### src/vcc_pkg.sv
package vcc_pkg;

	// ********************************
	// register map
	// ********************************
	localparam logic [7:0] ADDR_GAIN_R = 8'h08;
	localparam logic [7:0] ADDR_GAIN_G = 8'h09;
	localparam logic [7:0] ADDR_GAIN_B = 8'h0A;
	localparam logic [7:0] ADDR_OFFSET_R = 8'h0B;
	localparam logic [7:0] ADDR_OFFSET_G = 8'h0C;
	localparam logic [7:0] ADDR_OFFSET_B = 8'h0D;
	localparam logic [7:0] ADDR_MODE = 8'h0E;
	localparam logic [7:0] ADDR_PLL_CLAMP = 8'h0F;
	localparam logic [7:0] ADDR_DRIVE = 8'h10;
	localparam logic [7:0] ADDR_STATUS = 8'h11;

	localparam int NUM_RW = 9;
	localparam int NUM_CH = 3;
	localparam logic [7:0] UNMAPPED_DATA = 8'h00;

	// ********************************
	// reset values and writable masks, index 0 is red gain
	// ********************************
	localparam logic [NUM_RW-1:0][7:0] RST_TABLE = {
		8'h34, 8'hD0, 8'hD8, 8'h80, 8'h80, 8'h80, 8'h80, 8'h80, 8'h80
	};
	localparam logic [NUM_RW-1:0][7:0] MASK_TABLE = {
		8'h3C, 8'hFF, 8'hF8, 8'hFE, 8'hFE, 8'hFE, 8'hFF, 8'hFF, 8'hFF
	};
	localparam int IDX_GAIN = 0;
	localparam int IDX_OFFSET = 3;
	localparam int IDX_MODE = 6;
	localparam int IDX_PLL_CLAMP = 7;
	localparam int IDX_DRIVE = 8;

	// ********************************
	// field positions
	// ********************************
	localparam int OFFSET_LSB = 1;
	localparam int MODE_DUAL = 7;
	localparam int MODE_PARALLEL = 6;
	localparam int MODE_PORT_B_FIRST = 5;
	localparam int MODE_HS_OUT_LOW = 4;
	localparam int MODE_VS_INVERT = 3;
	localparam int PC_HS_IN_HIGH = 7;
	localparam int PC_COAST_HIGH = 6;
	localparam int PC_CLAMP_EXT = 5;
	localparam int PC_CLAMP_HIGH = 4;
	localparam int PC_PLL_BYPASS = 3;
	localparam int PC_REF_RED = 2;
	localparam int PC_REF_GREEN = 1;
	localparam int PC_REF_BLUE = 0;
	localparam int DRV_MSB = 5;
	localparam int DRV_LSB = 4;
	localparam int DRV_TRISTATE = 3;
	localparam int DRV_DET_HIGH = 2;
	localparam int ST_LSB = 1;

	typedef enum logic [1:0] {
		VCC_DRIVE_LOW = 2'h0,
		VCC_DRIVE_MED = 2'h1,
		VCC_DRIVE_HIGH = 2'h2
	} vcc_drive_t;

	// status bits 7 down to 1
	typedef struct packed {
		logic line_sync_present;
		logic green_sync_present;
		logic frame_sync_present;
		logic digital_clock_present;
		logic active_input_flag;
		logic line_sync_source_flag;
		logic frame_sync_source_flag;
	} vcc_status_t;

	typedef struct packed {
		logic [NUM_CH-1:0][7:0] gain;
		logic [NUM_CH-1:0][6:0] offset;
		logic dual_channel;
		logic parallel_out;
		logic port_b_first;
		logic pll_bypass_select;
		logic [NUM_CH-1:0] clamp_ref_mid;
		vcc_drive_t drive;
		logic output_tristate_select;
	} vcc_ctrl_t;

	// raw pins: line sync, frame sync, coast, clamp
	typedef struct packed {
		logic line_sync;
		logic frame_sync;
		logic coast;
		logic clamp;
	} vcc_pins_t;

endpackage

### src/vcc_regs.sv
`timescale 1ns/10ps

// Behaviour
// - three 8-bit gain registers, default 80h; bigger gain gives less contrast
// - three 7-bit offsets in bits 7:1, default 1000000; bigger is darker
// - mode bit 7 picks single channel at 0, dual channel at 1
// - mode bit 6 picks interleaved at 0, parallel at 1
// - mode bit 5 picks port A or B for first byte after line sync
// - mode bit 4 sets line sync output active high at 0, low at 1
// - mode bit 3 inverts frame sync output when 1
// - pll/clamp bit 7 sets incoming line sync active low at 0, high at 1
// - pll/clamp bit 6 sets coast input active low at 0, high at 1
// - pll/clamp bit 5 takes clamp from line sync at 0, external pin at 1
// - pll/clamp bit 4 sets external clamp polarity, only for external source
// - pll/clamp bit 3 bypasses internal pll for external clock when 1
// - pll/clamp bits 2,1,0 pick ground or midscale clamp for red, green, blue
// - drive bits 5:4 give high for 11 or 10, medium 01, low 00
// - drive bit 3 puts data outputs in high impedance when 1
// - drive bit 2 makes sync presence output active high at 1
// - status bit 7 reads 1 while analog line sync is present
// - status bit 6 reads 1 while sync is present on green input
// - status bit 5 reads 1 while analog frame sync is present
// - status bit 4 reads 1 while digital interface clock is present
// - status bit 3 reports active interface, 1 analog, 0 digital
// - status bits 2 and 1 report line and frame sync sources in use
// - incoming line sync polarity bit applies only with its override set
// - coast polarity bit applies only with its override set
module vcc_regs (
	// clock and reset
	input wire logic i_clk,
	input wire logic i_arst_n,
	// register port from the two-wire serial engine
	input wire logic [7:0] i_reg_addr,
	input wire logic i_reg_wr,
	input wire logic [7:0] i_reg_wdata,
	input wire logic i_reg_rd,
	output logic [7:0] o_reg_rdata,
	output logic o_reg_rvalid,
	output logic o_reg_hit,
	// raw sync pins and detector levels from outside the clock domain
	input wire vcc_pkg::vcc_pins_t i_pins,
	input wire vcc_pkg::vcc_status_t i_status,
	// polarity overrides and auto-detected polarities, same clock
	input wire logic i_hs_pol_override,
	input wire logic i_hs_pol_auto_high,
	input wire logic i_coast_pol_override,
	input wire logic i_coast_pol_auto_high,
	// control to the capture core
	output vcc_pkg::vcc_ctrl_t o_ctrl,
	output logic o_data_oe,
	// processed sync outputs
	output logic o_hsync_out,
	output logic o_vsync_out,
	output logic o_coast_active,
	output logic o_clamp_active,
	output logic o_sync_presence_output
);

	// ********************************
	// register storage
	// ********************************
	logic [vcc_pkg::NUM_RW-1:0][7:0] reg_ff;
	logic [7:0] idx;
	logic in_rw;

	assign idx = i_reg_addr - vcc_pkg::ADDR_GAIN_R;
	assign in_rw = (i_reg_addr >= vcc_pkg::ADDR_GAIN_R) && (i_reg_addr <= vcc_pkg::ADDR_DRIVE);

	// masked so unused bits never store anything
	always_ff @(posedge i_clk or negedge i_arst_n) begin
		if (!i_arst_n) begin
			reg_ff <= vcc_pkg::RST_TABLE;
		end else if (i_reg_wr && in_rw) begin
			reg_ff[idx[3:0]] <= i_reg_wdata & vcc_pkg::MASK_TABLE[idx[3:0]];
		end
	end

	logic [7:0] mode;
	logic [7:0] pc;
	logic [7:0] drv;
	assign mode = reg_ff[vcc_pkg::IDX_MODE];
	assign pc = reg_ff[vcc_pkg::IDX_PLL_CLAMP];
	assign drv = reg_ff[vcc_pkg::IDX_DRIVE];

	// ********************************
	// control fields
	// ********************************
	always_comb begin
		for (int c = 0; c < vcc_pkg::NUM_CH; c++) begin
			o_ctrl.gain[c] = reg_ff[vcc_pkg::IDX_GAIN + c];
			o_ctrl.offset[c] = reg_ff[vcc_pkg::IDX_OFFSET + c][7:vcc_pkg::OFFSET_LSB];
		end
		o_ctrl.dual_channel = mode[vcc_pkg::MODE_DUAL];
		o_ctrl.parallel_out = mode[vcc_pkg::MODE_PARALLEL];
		o_ctrl.port_b_first = mode[vcc_pkg::MODE_PORT_B_FIRST];
		o_ctrl.pll_bypass_select = pc[vcc_pkg::PC_PLL_BYPASS];
		o_ctrl.clamp_ref_mid = {pc[vcc_pkg::PC_REF_RED], pc[vcc_pkg::PC_REF_GREEN],
			pc[vcc_pkg::PC_REF_BLUE]};
		// 10 behaves as 11
		if (drv[vcc_pkg::DRV_MSB]) begin
			o_ctrl.drive = vcc_pkg::VCC_DRIVE_HIGH;
		end else if (drv[vcc_pkg::DRV_LSB]) begin
			o_ctrl.drive = vcc_pkg::VCC_DRIVE_MED;
		end else begin
			o_ctrl.drive = vcc_pkg::VCC_DRIVE_LOW;
		end
		o_ctrl.output_tristate_select = drv[vcc_pkg::DRV_TRISTATE];
	end

	// ********************************
	// pin synchronisers
	// ********************************
	vcc_pkg::vcc_pins_t pins_meta_ff;
	vcc_pkg::vcc_pins_t pins_ff;
	vcc_pkg::vcc_status_t st_meta_ff;
	vcc_pkg::vcc_status_t st_ff;

	always_ff @(posedge i_clk or negedge i_arst_n) begin
		if (!i_arst_n) begin
			pins_meta_ff <= '0;
			pins_ff <= '0;
		end else begin
			pins_meta_ff <= i_pins;
			pins_ff <= pins_meta_ff;
		end
	end

	// detector levels move slowly, so two stages without a handshake are enough
	always_ff @(posedge i_clk or negedge i_arst_n) begin
		if (!i_arst_n) begin
			st_meta_ff <= '0;
			st_ff <= '0;
		end else begin
			st_meta_ff <= i_status;
			st_ff <= st_meta_ff;
		end
	end

	// ********************************
	// sync polarity processing
	// ********************************
	logic hs_in_high;
	logic coast_high;
	logic hs_act;
	logic coast_act;
	logic clamp_act;
	logic sync_seen;

	// without override the chip trusts its own polarity detector
	assign hs_in_high = i_hs_pol_override ? pc[vcc_pkg::PC_HS_IN_HIGH] : i_hs_pol_auto_high;
	assign coast_high = i_coast_pol_override ? pc[vcc_pkg::PC_COAST_HIGH] :
		i_coast_pol_auto_high;
	assign hs_act = pins_ff.line_sync ~^ hs_in_high;
	assign coast_act = pins_ff.coast ~^ coast_high;
	// clamp polarity only matters for the external source
	assign clamp_act = pc[vcc_pkg::PC_CLAMP_EXT] ?
		(pins_ff.clamp ~^ pc[vcc_pkg::PC_CLAMP_HIGH]) : hs_act;
	assign sync_seen = st_ff.line_sync_present | st_ff.green_sync_present |
		st_ff.digital_clock_present;

	// registered so the pins never see decode glitches
	always_ff @(posedge i_clk or negedge i_arst_n) begin
		if (!i_arst_n) begin
			o_hsync_out <= 1'b0;
		end else begin
			o_hsync_out <= hs_act ^ mode[vcc_pkg::MODE_HS_OUT_LOW];
		end
	end

	always_ff @(posedge i_clk or negedge i_arst_n) begin
		if (!i_arst_n) begin
			o_vsync_out <= 1'b0;
		end else begin
			o_vsync_out <= pins_ff.frame_sync ^ mode[vcc_pkg::MODE_VS_INVERT];
		end
	end

	always_ff @(posedge i_clk or negedge i_arst_n) begin
		if (!i_arst_n) begin
			o_coast_active <= 1'b0;
		end else begin
			o_coast_active <= coast_act;
		end
	end

	always_ff @(posedge i_clk or negedge i_arst_n) begin
		if (!i_arst_n) begin
			o_clamp_active <= 1'b0;
		end else begin
			o_clamp_active <= clamp_act;
		end
	end

	always_ff @(posedge i_clk or negedge i_arst_n) begin
		if (!i_arst_n) begin
			o_sync_presence_output <= 1'b0;
		end else begin
			o_sync_presence_output <= sync_seen ~^ drv[vcc_pkg::DRV_DET_HIGH];
		end
	end

	always_ff @(posedge i_clk or negedge i_arst_n) begin
		if (!i_arst_n) begin
			o_data_oe <= 1'b0;
		end else begin
			o_data_oe <= !drv[vcc_pkg::DRV_TRISTATE];
		end
	end

	// ********************************
	// read path
	// ********************************
	logic [7:0] rd_val;
	logic rd_hit;

	always_comb begin
		rd_val = vcc_pkg::UNMAPPED_DATA;
		rd_hit = 1'b0;
		if (in_rw) begin
			rd_val = reg_ff[idx[3:0]];
			rd_hit = 1'b1;
		end else if (i_reg_addr == vcc_pkg::ADDR_STATUS) begin
			rd_val = {st_ff, 1'b0};
			rd_hit = 1'b1;
		end
	end

	// other addresses belong to neighbouring banks, so answer zero and drop hit
	always_ff @(posedge i_clk or negedge i_arst_n) begin
		if (!i_arst_n) begin
			o_reg_rdata <= vcc_pkg::UNMAPPED_DATA;
			o_reg_rvalid <= 1'b0;
			o_reg_hit <= 1'b0;
		end else begin
			o_reg_rvalid <= i_reg_rd;
			if (i_reg_rd) begin
				o_reg_rdata <= rd_val;
				o_reg_hit <= rd_hit;
			end
		end
	end

	// read byte seen as status fields
	vcc_pkg::vcc_status_t rd_status;
	assign rd_status = o_reg_rdata[7:vcc_pkg::ST_LSB];
endmodule

### config.mk
export PLATFORM = sky130hd
export DESIGN_NAME = vcc_regs
export DESIGN_NICKNAME = d
export VERILOG_FILES = /design/src/vcc_pkg.sv /design/src/vcc_regs.sv
export SDC_FILE = /design/constraint.sdc
export NUM_CORES = 1
export LEC_CHECK = 0
export BUFFER_PORTS_ARGS = -buffer_cell sky130_fd_sc_hd__buf_2
export CAP_MARGIN = 40
export CORE_MARGIN = 5
export CORE_UTILIZATION = 53
export CTS_CLUSTER_DIAMETER = 150
export CTS_CLUSTER_SIZE = 10
export DETAILED_ROUTE_END_ITERATION = 7
export GPL_TIMING_DRIVEN = 0
export PLACE_DENSITY = 0.84
export SETUP_SLACK_MARGIN = 0.05
export SLEW_MARGIN = 0
export SYNTH_ARGS = -nofsm -noshare
export SYNTH_HDL_FRONTEND = slang
export SYNTH_SLANG_ARGS = --single-unit
### constraint.sdc
create_clock -name i_clk -period 3.86 [get_ports i_clk]
set_clock_uncertainty 0.05 [all_clocks]
set_input_delay 0.965 -clock i_clk [delete_from_list [all_inputs] [get_ports i_clk]]
set_output_delay 0.965 -clock i_clk [all_outputs]
set_load 0.01 [all_outputs]
Yosys cells after proc, flatten, opt, wreduce, memory -nomap -nowiden
Memory sizes are Yosys's and may differ from the RTL's.
Index checks and enable logic that the tools add are counted.
{"block": "totals", "reg_bits": 110, "romBits": 128, "output_inout_bits": 71, "n_memories": 1}
{"memory": "(no name shown)", "words": 16, "width": 8, "rd": 1, "rd_ports_with_merged_regs": 0, "wr": 0, "line": "vcc_regs.sv:74", "text": "reg_ff[idx[3:0]] <= i_reg_wdata & vcc_pkg::MASK_TABLE[idx[3:0]];"}
{"block": "op_classes", "addsub": 1, "magnitude_cmp": 4, "n_eq_ne": 1, "n_mux": 15, "bitwise_logic": 9, "n_reduce_logical": 4}
{"cell": "bitwise mux 72 bit", "n": 1}
{"cell": "2-to-1 mux 8 bit", "n": 5}
{"cell": "binary-select mux 8 bit (select 4 bit)", "n": 1}
{"cell": "demux 8 bit (select 4 bit)", "n": 1}
{"cell": "AND 8 bit", "n": 1}
{"cell": "== test 8 x 5 -> 1 bit, second input constant", "n": 1}
{"cell": "greater-or-equal comparator 8 x 4 -> 1 bit, second input constant", "n": 1}
{"cell": "<= comparator 8 x 5 -> 1 bit, second input constant", "n": 1}
{"cell": "2-to-1 mux 1 bit", "n": 6}
{"cell": "less-than comparator 4 x 5 -> 1 bit, second input constant", "n": 1}
{"cell": "greater-or-equal comparator 4 x 1 -> 1 bit, second input constant", "n": 1}
{"cell": "subtractor 4 bit, second input constant", "n": 1}
{"cell": "XNOR 1 bit", "n": 4}
{"cell": "logical AND 1 bit", "n": 3}
{"cell": "2-to-1 mux 2 bit", "n": 1}
{"cell": "OR 1 bit", "n": 2}
{"cell": "XOR 1 bit", "n": 2}
{"cell": "zero test 1 bit", "n": 1}

Logic depth before layout (Yosys ltp)
{"block": "logic_depth", "word_depth": 6, "mapped_depth": 6}

Worst setup path before layout
OpenSTA, ideal clock, no wires.
{"block": "synth_path", "path_kind": "in2reg", "startpoint": "input i_reg_addr[7]", "endpoint": "register reg_ff (netlist bit mode[5])", "setup_time_ns": 0.125, "t_arrival_ns": 2.564, "required_ns": 3.685, "slack_ns": 1.121, "cell_stages": 5, "path_cell_list": "or4b_4 > buf_6 > or4_4 > buf_6 > mux2_4"}
{"block": "synth_between", "elab_chain_cells": 3, "word_cells_on_any_way": 4, "classes_between": "order compare: 2; reduce/logical: 2"}
{"element": "from (decl)", "line": "vcc_regs.sv:33", "text": "input wire logic [7:0] i_reg_addr,"}
{"element": "greater-or-equal comparator 8 x 4 -> 1 bit / <= comparator 8 x 5 -> 1 bit (equally long branches)", "line": "vcc_regs.sv:67", "text": "assign in_rw = (i_reg_addr >= vcc_pkg::ADDR_GAIN_R) && (i_reg_addr <= vcc_pkg::ADDR_DRIVE);"}
{"element": "logical AND 1 bit (*)", "line": "vcc_regs.sv:67"}
{"element": "logical AND 1 bit (*)", "line": "vcc_regs.sv:73", "text": "end else if (i_reg_wr && in_rw) begin"}
{"element": "to (signal assigned)", "line": "vcc_regs.sv:72", "text": "reg_ff <= vcc_pkg::RST_TABLE;"}
{"element": "to (signal, indexed assignment)", "line": "vcc_regs.sv:74"}
{"element": "to (decl)", "line": "vcc_regs.sv:62", "text": "logic [vcc_pkg::NUM_RW-1:0][7:0] reg_ff;"}
Mark *: on every way between the ends. The rest lies on a longest branch, timed or not.
A chain may end at the register's enable or synchronous reset.

Final worst setup path
{"block": "layout_path", "startpoint": "input i_reg_addr[3]", "endpoint": "register reg_ff (netlist bit drv[3])"}
{"block": "layout_between", "elab_chain_cells": 6, "word_cells_on_any_way": 14, "classes_between": "add/sub: 1; order compare: 4; mux: 4; bitwise: 1; reduce/logical: 3; memory: 1"}
{"element": "subtractor 4 bit", "line": "vcc_regs.sv:66", "text": "assign idx = i_reg_addr - vcc_pkg::ADDR_GAIN_R;"}
{"element": "less-than comparator 4 x 5 -> 1 bit (not written as such) / greater-or-equal comparator 4 x 1 -> 1 bit (equally long branches)", "line": "vcc_regs.sv:74"}
{"element": "logical AND 1 bit (not written as such)", "line": "vcc_regs.sv:74"}
{"element": "2-to-1 mux 8 bit (not written as such)", "line": "vcc_regs.sv:74"}
{"element": "demux 8 bit (select 4 bit)", "line": "vcc_regs.sv:74"}
{"element": "bitwise mux 72 bit", "line": "vcc_regs.sv:74"}
Parallel ways exist; a longest one is shown, timed or not. The select of a mux whose other input is x is not followed.

==> metrics <==
outcome=finished clean; Post-CTS Resized=0; CP Launch Type=input pin; Cells after Synth=351; setup TNS=0 ns; Ant. Diodes=0; hold_ws=0.306 ns; CP Data Arrival Time=2.97 ns; layout cells sized above 1=61.5%; Avg Cell Area, Syn=14.5 µm²; Final Setup Violations=0; Final Hold Viols=0; initial antenna violation count=0; r2r startpoint=pc[5]$_DFFE_PN0P_; TritonCTS clock tree=done; clock sinks=110; drt first pass iters=4; max_slew headroom=46.9%; highest metal used=met4; crit share post-route=71.7%; DRT iter0 DRCs=118; worst skew pair latency=0.38 ns; htree depth=3; Slew @ Worst Pin=0.794 ns; Setup crit start=i_reg_addr[3]; VDD IR max=304 µV; layout net count=503; metal3 WL=724 µm; RSZ-0062 raised after global routing=no; floorplan core area=0.00933 mm²; min Tclk post-route=2.77 ns; clock tree buffer depth=2; clk root buf=clkbuf_8; Fillers=707; Max-cap violations=0; Critical Path Fanout Max=9; sequential element share of the synthesized area=54.4%; Post-synth EDFFs=0; Post-DRT Antenna Nets=0; row count=35; final WL=11300 µm; first-pass GRT wire length=18400 µm; total CTS buffers=9; Synth cell types=38; Data required, critical path=4.07 ns; DIE WIDTH=108 µm; Post-Route M1 WL=4920 µm; # hold bufs at CTS=0; DIE AREA=0.0117 mm²; via count=3242; IO Port Bufs=104; IO Pins=106; Max Slew Vio Count=0; total grt overflow=0; Max Freq=361 MHz; syn nets=386; die height=108 µm; Initial Util=54.6%; Hold Path Origin=pins_meta_ff[0]$_DFF_PN0_; met2 WL=5520 µm; Worst setup EP type=register; ys flop type=dfrtp_1; Leakage=3.04 nW; crit path kind=input pin to register; largest net degree at the start of global routing=68; Post-DP HPWL=8400 µm; clock slew at reported path FFs=0.09 ns; worst hold path type=register to register; async set-reset flop share out of synthesis=100%; DR WL/cell=18.9 µm; Mapped Area=0.00510 mm²; post-route DRC violation count=0; postcts setup bufs=0; flops & latches, synth=110; Ys Warns=0; pwr/cell area=365 mW/mm²; vias in the first global route=3407; Area growth syn-to-layout=18.5%; RePlAce Congestion=0.906; Avg Vias per Cell=5.39; Overall Global Routing Usage=20.7%
==> power breakdown <==
group / total [W] / switching, W / internal [W]
registers: 0.00122 / 0.0000253 / 0.00120
logic: 0.000219 / 0.000117 / 0.000102
clock network: 0.000760 / 0.000376 / 0.000383
total: 0.00220 / 0.000518 / 0.00168
==> per-stage QoR <==
| step | instance area, µm² | setup WS, ns | util, % | total power [W] | std cells |
|---|---|---|---|---|---|
| detailed placement | 5810 | 0.727 | 62.3 | 0.00147 | 585 |
| global route | 6040 | 1.01 | 64.7 | 0.00229 | 602 |
| global placement | 5780 | 0.682 | 61.9 | 0.00145 | 584 |
| finish | 6040 | 1.09 | 64.7 | 0.00220 | 602 |
| CTS | 6030 | 1.12 | 64.7 | 0.00223 | 601 |
| floorplan | 5100 | 1.12 | - | 0.00136 | 351 |
==> cell type report <==
class / count / area [µm²] / share of cell area [%]
inverter: 4 / 15.0 / 0.249
clock inverter: 5 / 82.6 / 1.37
buffer: 66 / 470 / 7.79
sequential: 110 / 2770 / 45.9
multi-input combinational: 171 / 1840 / 30.4
timing repair buffer: 106 / 556 / 9.20
tap: 129 / 161 / 2.67
clock buffer: 11 / 141 / 2.34
==> cells in the final DEF (no fill, tap or decap), types with 2 or more instances in the layout <==
master / instances
buf_6: 2
mux2i_1: 2
nand2b_1: 4
nor2b_1: 17
buf_2: 107
clkbuf_8: 10
a41oi_1: 7
mux2_2: 57
clkbuf_1: 6
mux4_2: 16
and2_2: 3
o211ai_1: 7
dfrtp_1: 94
xor2_1: 3
nand3_1: 8
nor3b_1: 2
dfstp_2: 16
o21ai_0: 3
a22oi_1: 7
bufinv_16: 2
inv_1: 4
mux2_4: 5
clkinvlp_4: 3
buf_4: 55
nor4_4: 7
nand2_1: 6
xnor2_1: 3
nor4b_2: 2
==> synthesized netlist by cell type (all sizes together) (6+ instances only) <==
library cell  instances  area share (%)
dfrtp                94              46
mux2                 62              14
buf                  61             8.9
nor2b                17             2.1
dfstp                16             8.2
mux4                 16             7.1
nand3                 8            0.79
a22oi                 7             1.0
a41oi                 7             1.2
nor4                  7             2.9
o211ai                7             1.0
nand2                 6            0.44
==> final timing paths <==
check	endpoint	slack, ns	cells after the start
hold reg to reg	pins_ff[0]$_DFF_PN0_	0.31	0
max in group asynchronous	o_ctrl[30]$_DFFE_PN1P_	2.46	2
min in group asynchronous	o_ctrl[50]$_DFFE_PN0P_	0.52	1
setup / recovery	drv[3]$_DFFE_PN0P_	1.09	4
hold / removal	pins_ff[0]$_DFF_PN0_	0.31	0
setup reg to reg	o_reg_rdata[5]$_DFFE_PN0P_	2.44	3
==> metal layers <==
metal  vias up  global-route usage (%)
met3        20                    5.61
met5         -                       0
met4         0                    6.94
li1       1447                       -
met1      1669                    28.1
met2       106                    32.6
==> flip-flops by register name, summed over array words and instances, names as in the netlist, 3 cells and up <==
name          cells
reg_ff            3
o_reg_rdata       8
pins_ff           4
st_ff             7
drv               8
o_ctrl           45
pc                8
pins_meta_ff      4
st_meta_ff        7
mode              8
==> critical path, cell delays in order <==
cell and delay [ns]:
clkbuf_1 0.18, nor4b_2 0.71, nor3b_2 0.70, mux2_2 0.41
==> cells by family (layout without fill, tap and decap cells) <==
logic type,Yosys count,count (layout),share of synthesized area (%)
muxes,80,80,21.5
xor gates and xnor gates,6,6,1.03
AOI/OAI and AO/OA,29,29,4.25
buffers and inverters,70,192,9.53
and+or+nand+nor,56,56,9.26
DFF,110,110,54.4
No activity file was read; power rests on OpenSTA's default activity.
